### src/verilog/oadt_cfg.svh
// Operand addressing decode and timing constants
// Summary of operation
// - Codes 00-07 select registers; 08-1F are memory operands
// - Codes 08-0B indirect via word register 0-3; 0C-0F post-increment
// - Codes 10-17: any word register plus 8-bit displacement, 1 byte
// - Codes 18-1B: word register 0-3 plus 16-bit displacement, 2 bytes
// - Codes 1C/1D use word register 0 or 1 plus register 7 index
// - Code 1E is PC relative, 1F direct address; two extension bytes
// - Extension byte count is added to the base instruction length
// - Mode cycle term: 2,4,2,2,4,2,1 per addressing form
// - Mode accesses: 1 indirect/displacement, 2 post-inc/index, else 0
// - Registers and even internal addresses add 0; long uses 2 accesses
// - Odd internal addresses add 0/2/4 cycles with 1/2/4 accesses
// - Even 16-bit external addresses add 1/1/2 cycles, 1/1/2 accesses
// - Odd 16-bit external addresses add 1/4/8 cycles, 1/2/4 accesses
// - An 8-bit external bus adds 1/4/8 cycles with 1/2/4 accesses
// - External wait cycles lengthen the instruction past its count
// - Fetch costs 2 per word internal, 3 per word ext16, 3 per byte ext8
// - Memory forms: base plus mode term plus correction; exchange twice
// - Long register byte load: 3 bytes, 10 cycles, 2 register accesses
// - Word register word load: 2 bytes, 5 cycles, 1 register access
// - Byte exchange with a register: 7 cycles, 4 accesses, flags kept
// - Byte loads zero-fill or sign-extend the upper byte of the low half
// - Loads other than long copy the old low half into the high half first
`ifndef OADT_CFG_SVH
`define OADT_CFG_SVH

`define OADT_CODE_IND      5'h08
`define OADT_CODE_POSTINC  5'h0C
`define OADT_CODE_SHORT_DISPLACEMENT    5'h10
`define OADT_CODE_LONG_DISPLACEMENT   5'h18
`define OADT_CODE_IDX0     5'h1C
`define OADT_CODE_IDX1     5'h1D
`define OADT_CODE_PCREL    5'h1E
`define OADT_CODE_DIRECT   5'h1F

`define OADT_EXT_NONE      3'h0
`define OADT_EXT_ONE       3'h1
`define OADT_EXT_TWO       3'h2

`define OADT_A_IND         7'h02
`define OADT_A_POSTINC     7'h04
`define OADT_A_DISP        7'h02
`define OADT_A_IDX         7'h04
`define OADT_A_PCREL       7'h02
`define OADT_A_DIRECT      7'h01
`define OADT_RG_ONE        3'h1
`define OADT_RG_TWO        3'h2
`define OADT_RG_NONE       3'h0

`define OADT_C_ZERO        4'h0
`define OADT_C_ONE         4'h1
`define OADT_C_TWO         4'h2
`define OADT_C_FOUR        4'h4
`define OADT_C_EIGHT       4'h8
`define OADT_N_ONE         3'h1
`define OADT_N_TWO         3'h2
`define OADT_N_FOUR        3'h4

`define OADT_LEN_EA        3'h2
`define OADT_LEN_RLD8      3'h3
`define OADT_LEN_RWD8      3'h2
`define OADT_BASE_LD_EAR   7'h02
`define OADT_BASE_LD_EAM   7'h03
`define OADT_BASE_LDL_EAR  7'h04
`define OADT_BASE_LDL_EAM  7'h05
`define OADT_BASE_XCH_EAR  7'h07
`define OADT_BASE_XCH_EAM  7'h09
`define OADT_BASE_RLD8     7'h0A
`define OADT_BASE_RWD8     7'h05
`define OADT_RG_LD_EAR     3'h1
`define OADT_RG_LDL_EAR    3'h2
`define OADT_RG_XCH_EAR    3'h4
`define OADT_RG_XCH_EAM    3'h2
`define OADT_RG_RLD8       3'h2
`define OADT_RG_RWD8       3'h1

`define OADT_FETCH_INT     7'h02
`define OADT_FETCH_EXT16   7'h03
`define OADT_FETCH_EXT8    7'h03

`endif

### src/verilog/oadt_pkg.sv
// Operand addressing decode and timing types
`default_nettype none
package oadt_pkg;
  typedef enum logic [2:0] {
    mode_reg, mode_ind, mode_postinc, mode_short_displacement,
    mode_long_displacement, mode_index, mode_pcrel, mode_direct
  } oadt_mode_t;
  typedef enum logic [1:0] {sz_byte, sz_word, sz_long} oadt_size_t;
  typedef enum logic [1:0] {
    loc_int_reg, loc_int_mem, loc_ext16, loc_ext8
  } oadt_loc_t;
  typedef enum logic [3:0] {
    cls_ld_byte, cls_ld_sx, cls_ld_word, cls_ld_long,
    cls_ld_rl_d8, cls_ld_rw_d8, cls_xch_byte, cls_xch_word
  } oadt_class_t;
  typedef enum logic {st_idle, st_run} oadt_state_t;
endpackage
`default_nettype wire

### src/verilog/oadt_mode_dec.sv
// Operand field decoder: mode, extension bytes, cycle and access terms
`include "oadt_cfg.svh"
`timescale 1ns/1ps
`default_nettype none
module oadt_mode_dec (
  // Operand field
  input  wire logic [4:0]          ea_code,
  // Decoded terms
  output oadt_pkg::oadt_mode_t     mode,
  output logic [2:0]               ext_bytes,
  output logic [6:0]               mode_cyc,
  output logic [2:0]               mode_rg,
  output logic [2:0]               base_reg
);
  always_comb begin
    mode      = oadt_pkg::mode_reg;
    ext_bytes = `OADT_EXT_NONE;
    mode_cyc  = 7'h00;
    mode_rg   = `OADT_RG_NONE;
    base_reg  = ea_code[2:0];
    if (ea_code < `OADT_CODE_IND) begin
      mode = oadt_pkg::mode_reg;
    end else if (ea_code < `OADT_CODE_POSTINC) begin
      mode     = oadt_pkg::mode_ind;
      base_reg = {1'b0, ea_code[1:0]};
      mode_cyc = `OADT_A_IND;
      mode_rg  = `OADT_RG_ONE;
    end else if (ea_code < `OADT_CODE_SHORT_DISPLACEMENT) begin
      mode     = oadt_pkg::mode_postinc;
      base_reg = {1'b0, ea_code[1:0]};
      mode_cyc = `OADT_A_POSTINC;
      mode_rg  = `OADT_RG_TWO;
    end else if (ea_code < `OADT_CODE_LONG_DISPLACEMENT) begin
      mode      = oadt_pkg::mode_short_displacement;
      ext_bytes = `OADT_EXT_ONE;
      mode_cyc  = `OADT_A_DISP;
      mode_rg   = `OADT_RG_ONE;
    end else if (ea_code < `OADT_CODE_IDX0) begin
      mode      = oadt_pkg::mode_long_displacement;
      base_reg  = {1'b0, ea_code[1:0]};
      ext_bytes = `OADT_EXT_TWO;
      mode_cyc  = `OADT_A_DISP;
      mode_rg   = `OADT_RG_ONE;
    end else if (ea_code <= `OADT_CODE_IDX1) begin
      mode     = oadt_pkg::mode_index;
      base_reg = {2'b00, ea_code[0]};
      mode_cyc = `OADT_A_IDX;
      mode_rg  = `OADT_RG_TWO;
    end else if (ea_code == `OADT_CODE_PCREL) begin
      mode      = oadt_pkg::mode_pcrel;
      ext_bytes = `OADT_EXT_TWO;
      mode_cyc  = `OADT_A_PCREL;
    end else begin
      mode      = oadt_pkg::mode_direct;
      ext_bytes = `OADT_EXT_TWO;
      mode_cyc  = `OADT_A_DIRECT;
    end
  end
endmodule // oadt_mode_dec
`default_nettype wire

### src/verilog/oadt_corr.sv
// Size and alignment correction for operand accesses
`include "oadt_cfg.svh"
`timescale 1ns/1ps
`default_nettype none
module oadt_corr (
  // Operand attributes
  input  wire oadt_pkg::oadt_size_t size,
  input  wire oadt_pkg::oadt_loc_t  loc,
  input  wire logic            odd,
  // Correction
  output logic [3:0]           corr_cyc,
  output logic [2:0]           corr_acc
);
  logic is_long;
  logic is_byte;
  assign is_long = (size == oadt_pkg::sz_long);
  assign is_byte = (size == oadt_pkg::sz_byte);
  always_comb begin
    corr_cyc = `OADT_C_ZERO;
    corr_acc = is_long ? `OADT_N_TWO : `OADT_N_ONE;
    unique case (loc)
      oadt_pkg::loc_int_reg: begin
      end
      oadt_pkg::loc_int_mem: begin
        if (odd && !is_byte) begin
          corr_cyc = is_long ? `OADT_C_FOUR : `OADT_C_TWO;
          corr_acc = is_long ? `OADT_N_FOUR : `OADT_N_TWO;
        end
      end
      oadt_pkg::loc_ext16: begin
        if (odd && !is_byte) begin
          corr_cyc = is_long ? `OADT_C_EIGHT : `OADT_C_FOUR;
          corr_acc = is_long ? `OADT_N_FOUR : `OADT_N_TWO;
        end else begin
          corr_cyc = is_long ? `OADT_C_TWO : `OADT_C_ONE;
        end
      end
      oadt_pkg::loc_ext8: begin
        corr_cyc = is_byte ? `OADT_C_ONE :
                   (is_long ? `OADT_C_EIGHT : `OADT_C_FOUR);
        corr_acc = is_byte ? `OADT_N_ONE :
                   (is_long ? `OADT_N_FOUR : `OADT_N_TWO);
      end
    endcase
  end
endmodule // oadt_corr
`default_nettype wire

### src/verilog/oadt_top.sv
// Operand addressing decoder with cycle counting and transfer effects
`include "oadt_cfg.svh"
`timescale 1ns/1ps
`default_nettype none
module oadt_top (
  // Clock and reset
  input  wire logic                clock,
  input  wire logic                nrst,
  input  wire logic                clk_en,
  // Instruction request
  input  wire logic                req_valid,
  input  wire oadt_pkg::oadt_class_t req_class,
  input  wire logic [4:0]          ea_code,
  input  wire oadt_pkg::oadt_loc_t operand_loc,
  input  wire logic                addr_odd,
  input  wire oadt_pkg::oadt_loc_t fetch_loc,
  input  wire logic [31:0]         operand_data,
  input  wire logic [15:0]         reg_in,
  // External bus wait
  input  wire logic                bus_wait,
  // Timing results
  output logic                     busy_q,
  output logic                     done_q,
  output logic [2:0]               instr_len_q,
  output logic [2:0]               ext_bytes_q,
  output logic [6:0]               exec_cyc_q,
  output logic [6:0]               mode_cyc_q,
  output logic [2:0]               reg_acc_q,
  output logic [2:0]               bus_acc_q,
  output logic                     is_mem_q,
  output logic [2:0]               base_reg_q,
  // Data results
  output logic [31:0]              acc_q,
  output logic                     flag_n_q,
  output logic                     flag_z_q,
  output logic                     xch_we_q,
  output logic [15:0]              reg_wr_q,
  output logic [15:0]              mem_wr_q
);
  ////////////////////////////////////////////////////////////////////////
  oadt_pkg::oadt_mode_t  mode;
  oadt_pkg::oadt_size_t  size;
  oadt_pkg::oadt_loc_t   loc;
  oadt_pkg::oadt_class_t cls_q;
  oadt_pkg::oadt_state_t state_q;
  logic [2:0]  ext_bytes;
  logic [6:0]  mode_cyc;
  logic [2:0]  mode_rg;
  logic [2:0]  base_reg;
  logic [3:0]  corr_cyc;
  logic [2:0]  corr_acc;
  logic        fixed_form;
  logic        is_mem;
  logic        is_xch;
  logic [2:0]  len_d;
  logic [2:0]  len_t;
  logic [6:0]  base_d;
  logic [2:0]  rg_d;
  logic [6:0]  corr_d;
  logic [2:0]  acc_n_d;
  logic [6:0]  fetch_d;
  logic [6:0]  exec_d;
  logic [6:0]  cnt_q;
  logic        ext_q;
  logic        stall;
  logic        fire;
  logic        last;
  logic [31:0] data_q;
  logic [15:0] regv_q;
  logic [31:0] acc_d;

  assign fire = clk_en && req_valid && (state_q == oadt_pkg::st_idle);
  assign fixed_form = (req_class == oadt_pkg::cls_ld_rl_d8) ||
                      (req_class == oadt_pkg::cls_ld_rw_d8);
  assign is_xch = (req_class == oadt_pkg::cls_xch_byte) ||
                  (req_class == oadt_pkg::cls_xch_word);
  assign is_mem = fixed_form || (mode != oadt_pkg::mode_reg);
  assign loc = is_mem ? operand_loc : oadt_pkg::loc_int_reg;

  ////////////////////////////////////////////////////////////////////////
  oadt_mode_dec u_dec (
    .ea_code   (ea_code),
    .mode      (mode),
    .ext_bytes (ext_bytes),
    .mode_cyc  (mode_cyc),
    .mode_rg   (mode_rg),
    .base_reg  (base_reg)
  );

  oadt_corr u_corr (
    .size     (size),
    .loc      (loc),
    .odd      (addr_odd),
    .corr_cyc (corr_cyc),
    .corr_acc (corr_acc)
  );

  ////////////////////////////////////////////////////////////////////////
  // Base figures per instruction form
  always_comb begin
    size   = oadt_pkg::sz_byte;
    len_d  = `OADT_LEN_EA;
    base_d = is_mem ? `OADT_BASE_LD_EAM : `OADT_BASE_LD_EAR;
    rg_d   = is_mem ? mode_rg : `OADT_RG_LD_EAR;
    unique case (req_class)
      oadt_pkg::cls_ld_byte, oadt_pkg::cls_ld_sx: begin
      end
      oadt_pkg::cls_ld_word: begin
        size = oadt_pkg::sz_word;
      end
      oadt_pkg::cls_ld_long: begin
        size   = oadt_pkg::sz_long;
        base_d = is_mem ? `OADT_BASE_LDL_EAM : `OADT_BASE_LDL_EAR;
        rg_d   = is_mem ? mode_rg : `OADT_RG_LDL_EAR;
      end
      oadt_pkg::cls_ld_rl_d8: begin
        len_d  = `OADT_LEN_RLD8;
        base_d = `OADT_BASE_RLD8;
        rg_d   = `OADT_RG_RLD8;
      end
      oadt_pkg::cls_ld_rw_d8: begin
        size   = oadt_pkg::sz_word;
        len_d  = `OADT_LEN_RWD8;
        base_d = `OADT_BASE_RWD8;
        rg_d   = `OADT_RG_RWD8;
      end
      oadt_pkg::cls_xch_byte, oadt_pkg::cls_xch_word: begin
        if (req_class == oadt_pkg::cls_xch_word) begin
          size = oadt_pkg::sz_word;
        end
        base_d = is_mem ? `OADT_BASE_XCH_EAM : `OADT_BASE_XCH_EAR;
        rg_d   = is_mem ? 3'(mode_rg + `OADT_RG_XCH_EAM)
                        : `OADT_RG_XCH_EAR;
      end
      default: begin
      end
    endcase
  end

  // Totals
  always_comb begin
    len_t = len_d;
    if (!fixed_form && is_mem) begin
      len_t = 3'(len_d + ext_bytes);
    end
    corr_d  = is_xch ? 7'({corr_cyc, 1'b0}) : 7'(corr_cyc);
    acc_n_d = is_xch ? 3'({corr_acc[1:0], 1'b0}) : corr_acc;
    unique case (fetch_loc)
      oadt_pkg::loc_ext16:
        fetch_d = 7'(`OADT_FETCH_EXT16 * 7'((len_t + 3'h1) >> 1));
      oadt_pkg::loc_ext8:
        fetch_d = 7'(`OADT_FETCH_EXT8 * 7'(len_t));
      default:
        fetch_d = 7'(`OADT_FETCH_INT * 7'((len_t + 3'h1) >> 1));
    endcase
    exec_d = 7'(base_d + corr_d + fetch_d);
    if (!fixed_form && is_mem) begin
      exec_d = 7'(exec_d + mode_cyc);
    end
  end

  ////////////////////////////////////////////////////////////////////////
  // Captured request figures
  always_ff @(posedge clock) begin
    if (!nrst) begin
      instr_len_q <= 3'h0;
      ext_bytes_q <= 3'h0;
      exec_cyc_q  <= 7'h00;
      mode_cyc_q  <= 7'h00;
      reg_acc_q   <= 3'h0;
      bus_acc_q   <= 3'h0;
      is_mem_q    <= 1'b0;
      base_reg_q  <= 3'h0;
      cls_q       <= oadt_pkg::cls_ld_byte;
      ext_q       <= 1'b0;
      data_q      <= 32'h0000_0000;
      regv_q      <= 16'h0000;
    end else if (fire) begin
      instr_len_q <= len_t;
      ext_bytes_q <= (is_mem && !fixed_form) ? ext_bytes : 3'h0;
      exec_cyc_q  <= exec_d;
      mode_cyc_q  <= (is_mem && !fixed_form) ? mode_cyc : 7'h00;
      reg_acc_q   <= rg_d;
      bus_acc_q   <= acc_n_d;
      is_mem_q    <= is_mem;
      base_reg_q  <= base_reg;
      cls_q       <= req_class;
      ext_q       <= (loc == oadt_pkg::loc_ext16) ||
                     (loc == oadt_pkg::loc_ext8) ||
                     (fetch_loc != oadt_pkg::loc_int_mem);
      data_q      <= operand_data;
      regv_q      <= reg_in;
    end
  end

  ////////////////////////////////////////////////////////////////////////
  // waits stretch the count
  assign stall = ext_q && bus_wait;
  assign last  = (cnt_q == 7'h01) && !stall;

  always_ff @(posedge clock) begin
    if (!nrst) begin
      state_q <= oadt_pkg::st_idle;
      cnt_q   <= 7'h00;
    end else if (clk_en) begin
      unique case (state_q)
        oadt_pkg::st_idle: begin
          if (fire) begin
            state_q <= oadt_pkg::st_run;
            cnt_q   <= exec_d;
          end
        end
        oadt_pkg::st_run: begin
          if (last) begin
            state_q <= oadt_pkg::st_idle;
          end
          if (!stall) begin
            cnt_q <= 7'(cnt_q - 7'h01);
          end
        end
      endcase
    end
  end

  always_ff @(posedge clock) begin
    if (!nrst) begin
      busy_q <= 1'b0;
      done_q <= 1'b0;
    end else if (clk_en) begin
      busy_q <= fire || (busy_q && !last);
      done_q <= busy_q && last;
    end
  end

  ////////////////////////////////////////////////////////////////////////
  // Accumulator result
  always_comb begin
    acc_d = acc_q;
    unique case (cls_q)
      oadt_pkg::cls_ld_byte, oadt_pkg::cls_ld_rl_d8:
        acc_d = {acc_q[15:0], 8'h00, data_q[7:0]};
      oadt_pkg::cls_ld_sx:
        acc_d = {acc_q[15:0], {8{data_q[7]}}, data_q[7:0]};
      oadt_pkg::cls_ld_word, oadt_pkg::cls_ld_rw_d8:
        acc_d = {acc_q[15:0], data_q[15:0]};
      oadt_pkg::cls_ld_long:
        acc_d = data_q;
      default:
        acc_d = acc_q;
    endcase
  end

  function automatic logic is_xch_q();
    return (cls_q == oadt_pkg::cls_xch_byte) ||
           (cls_q == oadt_pkg::cls_xch_word);
  endfunction

  always_ff @(posedge clock) begin
    if (!nrst) begin
      acc_q    <= 32'h0000_0000;
      flag_n_q <= 1'b0;
      flag_z_q <= 1'b0;
    end else if (clk_en && busy_q && last && !is_xch_q()) begin
      acc_q <= acc_d;
      if (cls_q == oadt_pkg::cls_ld_long) begin
        flag_n_q <= acc_d[31];
        flag_z_q <= (acc_d == 32'h0000_0000);
      end else begin
        flag_n_q <= acc_d[15];
        flag_z_q <= (acc_d[15:0] == 16'h0000);
      end
    end
  end

  always_ff @(posedge clock) begin
    if (!nrst) begin
      xch_we_q <= 1'b0;
      reg_wr_q <= 16'h0000;
      mem_wr_q <= 16'h0000;
    end else if (clk_en) begin
      xch_we_q <= busy_q && last && is_xch_q();
      if (busy_q && last && is_xch_q()) begin
        if (cls_q == oadt_pkg::cls_xch_byte) begin
          reg_wr_q <= {8'h00, data_q[7:0]};
          mem_wr_q <= {8'h00, regv_q[7:0]};
        end else begin
          reg_wr_q <= data_q[15:0];
          mem_wr_q <= regv_q;
        end
      end
    end
  end
endmodule // oadt_top
`default_nettype wire

### config.mk
export PLATFORM = sky130hd
export DESIGN_NAME = oadt_top
export DESIGN_NICKNAME = d
export VERILOG_FILES = /design/src/verilog/oadt_pkg.sv /design/src/verilog/oadt_mode_dec.sv /design/src/verilog/oadt_corr.sv /design/src/verilog/oadt_top.sv
export VERILOG_INCLUDE_DIRS = /design/src /design/src/verilog
export SDC_FILE = /design/constraint.sdc
export NUM_CORES = 1
export LEC_CHECK = 0
export BUFFER_PORTS_ARGS = -buffer_cell sky130_fd_sc_hd__clkbuf_2
export CAP_MARGIN = 30
export CORE_UTILIZATION = 36
export DETAILED_ROUTE_END_ITERATION = 12
export GPL_TIMING_DRIVEN = 0
export PLACE_DENSITY_LB_ADDON = 0.2
export SETUP_SLACK_MARGIN = 0.2
export SYNTH_ARGS = -nofsm -noshare
export SYNTH_HDL_FRONTEND = slang
export SYNTH_SLANG_ARGS = --single-unit
### constraint.sdc
create_clock -name clock -period 6.3 [get_ports clock]
set_input_delay 1.575 -clock clock [delete_from_list [all_inputs] [get_ports clock]]
set_output_delay 1.575 -clock clock [all_outputs]
set_load 0.02 [all_outputs]
Word level (Yosys, flattened, before mapping)
Cells that the tools add are included.

word-level totals
  register bits = 160
  output and inout port bits = 99
  logic and storage cells = 172

operators by class
  $add $sub $neg = 7
  $mul = 2
  magnitude comparators = 6
  eq/ne operators = 24
  multiplexer cells = 74
  bitwise logic cells = 1
  reduce and logical (&&, ||, !) cells = 36

operator list
  operator                                                                      count
  32-bit one-hot mux with 4 select lines                                        1
  3-bit two-way mux                                                             32
  7-bit two-way mux                                                             10
  4-bit by 3-bit == test with 1-bit output, second input constant               8
  32-bit zero test                                                              1
  16-bit two-way mux                                                            2
  7-bit one-hot mux with 2 select lines                                         2
  4-bit two-way mux                                                             5
  4-bit by 2-bit == test with 1-bit output, second input constant               4
  16-bit zero test                                                              1
  4-bit one-hot mux with 4 select lines                                         1
  5-bit less-than comparator, second input constant                             3
  7-bit adder                                                                   2
  1-bit logical AND                                                             12
  2-bit two-way mux                                                             6
  3-bit one-hot mux with 4 select lines                                         1
  4-bit one-hot mux with 3 select lines                                         1
  2-bit == test, second input constant                                          5
  5-bit by 4-bit less-than comparator with 1-bit output, second input constant  2
  2-bit OR reduction                                                            5
  1-bit two-way mux                                                             9
  7-bit by 5-bit adder with 7-bit output                                        1
  7-bit by 1-bit == test with 1-bit output, second input constant               1
  1-bit logical OR                                                              7
  other kinds (23)                                                              28

Depth between registers and ports, before layout
  word-level depth = 20
  gate-level depth with buffers = 26
  mapped depth without buffers = 25

Hierarchy
From an unflattened synthesis, not the netlist that was laid out.

unflattened totals
  cell total of the unflattened synthesis = 1003
  area, all modules = 7898.8 um^2

modules (own cells, without submodules)
  module         times used  cells each  area each (um^2)  seq. area each (um^2)
  oadt_top       1           937         7483.4            3203.1
  oadt_corr      1           33          229.0             0.0
  oadt_mode_dec  1           33          186.4             0.0

Worst setup path before layout
No wires, ideal clock.

  path kind = input to register
  start point = input port req_class[0]
  end point = register exec_cyc_q[6]
  arrival time = 6690 ps
  data required time = 6167 ps
  slack = -523 ps
  stages on the path = 26
  cells stage by stage = buf_2 or4b_1 clkinv_1 ha_1 inv_1 ha_1 nand2_1 ha_1 xor2_1 ha_1 inv_1 fa_1 inv_1 mux2i_1 nand2_1 o21ai_0 fa_1 fa_1 inv_1 ha_1 nor2b_1 o21ai_0 nor2_1 a41o_1 a221oi_2 a21oi_1

on the way
  elaborated cells on any way between the ends = 46
  classes of those cells = add/sub: 5; mul: 2; eq/ne: 10; mux: 19; reduce/logical: 10

RTL lines
  item                                                   RTL line                          text
  start, declared                                        oadt_top.sv:12                    input wire oadt_pkg::oadt_class_t req_class,
  branches (longest 4 deep; another with 3-bit adder)    n/a
  3-bit two-way mux (*)                                  oadt_top.sv:143                   if (!fixed_form && is_mem) begin
  named net len_t[1]                                     oadt_top.sv:56                    logic [2:0] len_t;
  3-bit by 1-bit adder with 4-bit output                 oadt_top.sv:150, oadt_top.sv:154
  2-bit by 6-bit multiplier with 7-bit output (no line)  n/a
  7-bit one-hot mux with 2 select lines (*)              oadt_top.sv:148                   unique case (fetch_loc)
  7-bit adder (*)                                        oadt_top.sv:156                   exec_d = 7'(base_d + corr_d + fetch_d);
  7-bit adder                                            oadt_top.sv:158                   exec_d = 7'(exec_d + mode_cyc);
  7-bit two-way mux (*)                                  oadt_top.sv:157                   if (!fixed_form && is_mem) begin
  end signal, assigned                                   oadt_top.sv:168                   exec_cyc_q <= 7'h00;
  end signal, assigned                                   oadt_top.sv:181                   exec_cyc_q <= exec_d;
  end, declared                                          oadt_top.sv:26                    output logic [6:0] exec_cyc_q,

Mark *: on every way through the listed nets, which the timed path passes.
A chain may end at the register's enable or synchronous reset.

Worst setup path in the final report
  start point = input port req_class[1]
  end point = register cnt_q[6]

on the way
  elaborated cells on any way between the ends = 48
  classes of those cells = add/sub: 5; mul: 2; eq/ne: 10; mux: 21; reduce/logical: 10

RTL lines
  item                                                   RTL line                          text
  branches (longest 4 deep; another with 3-bit adder)    n/a
  3-bit two-way mux (*)                                  oadt_top.sv:143
  named net len_t[1]                                     oadt_top.sv:56
  3-bit by 1-bit adder with 4-bit output                 oadt_top.sv:150, oadt_top.sv:154
  2-bit by 6-bit multiplier with 7-bit output (no line)  n/a
  7-bit one-hot mux with 2 select lines (*)              oadt_top.sv:148
  7-bit adder (*)                                        oadt_top.sv:156
  7-bit adder                                            oadt_top.sv:158
  7-bit two-way mux (*)                                  oadt_top.sv:157
  7-bit two-way mux (*)                                  oadt_top.sv:208                   if (fire) begin
  7-bit one-hot mux with 2 select lines (*)              oadt_top.sv:206                   unique case (state_q)
  end signal, assigned                                   oadt_top.sv:218                   cnt_q <= 7'(cnt_q - 7'h01);
  end, declared                                          oadt_top.sv:63                    logic [6:0] cnt_q;

Mark *: on every way through the listed nets, which the timed path passes. The select of a mux whose other input is x is not followed.

==> results_dict.tcl <==
set metrics [dict create \
    numClockSinks 155 \
    chipWidth_um 149 \
    postSynthRegisterBits 155 \
    max_cap_violations 0 \
    worst_path_max_delay_cell "or4b_4" \
    maxClockFrequency_ghz 0.160 \
    syn-mean-instance-area_um2 8.05 \
    worst_pin_slew_ns 0.759 \
    place_worst_setup_slack_ns -0.625 \
    gr-usage-met3_pct 4.62 \
    ir_worst_vdd_mv 0.182 \
    min_delay_path_depth 2 \
    grt_util_all_layers_pct 23.1 \
    setup_repair_after_global_routing_missed_its_margin "yes" \
    min_period_ns 6.27 \
    dieArea_um2 22200 \
    placed_cells 1404 \
    floorplan.initialDensity_pct 36.9 \
    grt_pass1_wl_um 39100 \
    gr-max-usage-layer "met2" \
    area_delta_synth_final_pct 26.8 \
    antenna_violations_before_repair 0 \
    cts_htree_levels 4 \
    internal_power_w 0.00181 \
    number_of_placed_i_o_pins 166 \
    power.clock.fraction_pct 40.1 \
    finalSetupTns_ns 0 \
    run_status "completed" \
    drt_first_iter_violations 466 \
    num_cts_buffers 17 \
    power.share.combinational_pct 20.0 \
    cts_max_path_buffers 2 \
    num-nets-final 1256 \
    timing.critical_path.required_ns 6.59 \
    grt_start_max_net_pins 18 \
    first_global_vias 7285 \
    cp_common_cell "ha_4" \
    async_reset_ff_share_pct 0 \
    cts.root.buffer_cell "clkbuf_16" \
    gp_congestion 0.925 \
    classification_of_the_worst_slack_hold_path "reg2reg" \
    grt_overflow 0 \
    drt_pre_antenna_iters 7 \
    switching_power_w 0.000808 \
    globalRouteMet2Util_pct 38.4 \
    power_switching_share_pct 30.9 \
    clock-skew-final_ns 0.0116 \
    synthFlopType "dfxtp_1" \
    drtAntennaViolNets 0 \
    critical_path.max_stage_delay_ns 0.54 \
    worstPathArrival_ns 6.56 \
    timing.reg2reg.worst_path_depth 7 \
    final-setup-viol-count 0 \
    critical_path.max_fanout 2 \
    rows 53 \
    synth.distinct_cells 86 \
    power_density_nw_per_um2 265 \
    routing_usage_on_met1_pct 29.7 \
    critical_path_class "in2reg" \
    pwr-share-seq_pct 39.9 \
    fp.coreArea_um2 21100 \
    drt_total_wl_um 25100 \
    synthTopCellsByArea "dfxtp_1 (40%), nand2_1 (10%), a21oi_1 (8.2%), nor2_1 (3.4%), ha_1 (3.2%)" \
    detail_route.vias_per_cell 5.29 \
    most_frequent_cells_after_synthesis "nand2_1 (208), dfxtp_1 (155), a21oi_1 (128), nor2_1 (71), nand3_1 (32)" \
    clock_latency_ns 0.44 \
    fin_ws_ns 0.0309 \
    holdBufCountCts 0 \
    final_min_period_over_clock_period_pct 99.5 \
    static-leakage-power_nw 3.98 \
    timing_max_transition_violations_final 0 \
    cts_tree "built" \
    synth_enable_flop_cells 0 \
    dieHeight_um 149 \
    synth_cells 967 \
    timing.final.hold_violations 0 \
    post-synth-top-area-fraction_pct 39.9 \
    clk_transition_reported_paths_ns 0.07 \
    finalNonFillerCells 1449 \
    crit_path_capture_type "flip-flop" \
    most_instantiated_library_cell_after_synthesis "nand2_1" \
    post_drt_wl_per_cell_um 17.3 \
    ys_warn_count 0 \
    startpoint_type "input pin" \
    final_layout_size_suffix_gt1_share_pct 26.1 \
    route.detailed.drc 0 \
    dp_hpwl_um 19100 \
    totalPowerFinal_w 0.00261 \
    io_buffer_count 157 \
    synth.yosys.seq_area_share_pct 39.9 \
    diodes 0 \
    synthesis.area_um2 7780 \
    timing.max_slew.rel_slack_pct 49.4 \
    synth_top_cell_by_area "dfxtp_1" \
    dr_total_vias 7659 \
    finalCoreUtilization_pct 46.8 \
]
-- kinds of logic (layout without fill, tap and decap cells) --
logic type	count (synthesis)	in the layout	synth area share (%)
DFF	155	155	39.9
adders and majority gates	28	28	5.27
xor gates and xnor gates	10	10	1.37
AOI/OAI and AO/OA	266	266	22.5
buffers and inverters	105	307	6.30
muxes	10	10	1.29
and+or+nand+nor	392	392	23.3
other	1	6	0.0482
-- registers in the layout, indices dropped and copies added (netlist names), 4 cells and up --
name and flops:
regv_q 16, reg_wr_q 16, exec_cyc_q 7, mem_wr_q 16, data_q 32, acc_q 32
cnt_q 7, cls_q 4
-- critical path: cells and delay by family --
kind	cells	cell delay, ns
AND/OR/NAND/NOR	5	0.87
adder cells (fa/ha/maj)	8	2.46
buffers and inverters	7	0.45
multiplexers	1	0.14
AO/OA/AOI/OAI	5	0.87
XOR/XNOR	1	0.18
-- per-layer routing --
metal  up-vias  wire length, um
li1       3761                -
met1      3632            11100
met2       229            11900
met3        37             1480
met4         0              605
met5         -                0
-- metrics by stage --
stage / instance area, um^2 / hold slack (ns)
6_report: 9870 / 0.453
5_1_grt: 9870 / 0.471
4_1_cts: 9780 / 0.454
3_5_place_dp: 9040 / 0.443
3_3_place_gp: 9040 / 0.439
2_1_floorplan: 7910 / 0.432
-- what timing repair did --
item,CTS,global route
buffers inserted,11,2
setup endpoints to repair,9,10
resized for setup,9,17
pin swaps,16,18
-- area by class of cell --
cell class / count / area, um^2
Buffer: 72 / 373
Clock buffer: 17 / 425
Clock inverter: 15 / 178
Fill cell: 2117 / 11200
Inverter: 33 / 129
Multi-Input combinational cell: 712 / 4420
Sequential cell: 155 / 3100
Tap cell: 275 / 344
Timing Repair Buffer: 170 / 905
-- layout by cell type, fill, tap and decap left out, drive strengths merged, types with 3 or more instances in the layout --
cell type | synthesis | layout
o221a | 14 | 14
mux2i | 10 | 10
nor2b | 5 | 5
a2bb2oi | 3 | 3
a22oi | 13 | 13
o21a | 4 | 4
o22ai | 3 | 3
a211oi | 21 | 21
ha | 20 | 20
nor3 | 21 | 21
fa | 8 | 8
conb | 1 | 6
a21o | 4 | 4
a221oi | 4 | 4
clkbuf | 29 | 202
nor2 | 75 | 75
xor2 | 5 | 5
a21oi | 132 | 132
a211o | 3 | 3
o211ai | 6 | 6
clkinv | 2 | 7
o31ai | 12 | 12
nand2b | 10 | 10
a22o | 4 | 4
xnor2 | 5 | 5
nand2 | 209 | 209
nor4 | 6 | 6
o21ai | 25 | 25
buf | 43 | 57
nand3 | 33 | 33
and4bb | 5 | 5
nor4bb | 5 | 5
or2 | 5 | 5
dfxtp | 155 | 155
inv | 31 | 39
-- power groups by stage --
stage	combinational, W	clock, W	sequential, W
2_1_floorplan	0.000296	0	0.00107
3_3_place_gp	0.000427	0	0.00106
3_5_place_dp	0.000430	0	0.00106
4_1_cts	0.000470	0.00107	0.00104
5_1_grt	0.000575	0.00111	0.00105
6_report	0.000523	0.00105	0.00104
-- final timing paths --
path / start / slack, ns / end
max: req_class[1] / 0.03 / cnt_q[6]$_SDFFE_PN0P_
min: mem_wr_q[12]$_SDFFE_PN0P_ / 0.45 / mem_wr_q[12]$_SDFFE_PN0P_
max reg2reg: state_q$_SDFFE_PN0P_ / 3.96 / data_q[18]$_SDFFE_PN0P_
min reg2reg: mem_wr_q[12]$_SDFFE_PN0P_ / 0.45 / mem_wr_q[12]$_SDFFE_PN0P_
(Power assumes the default switching activity.)
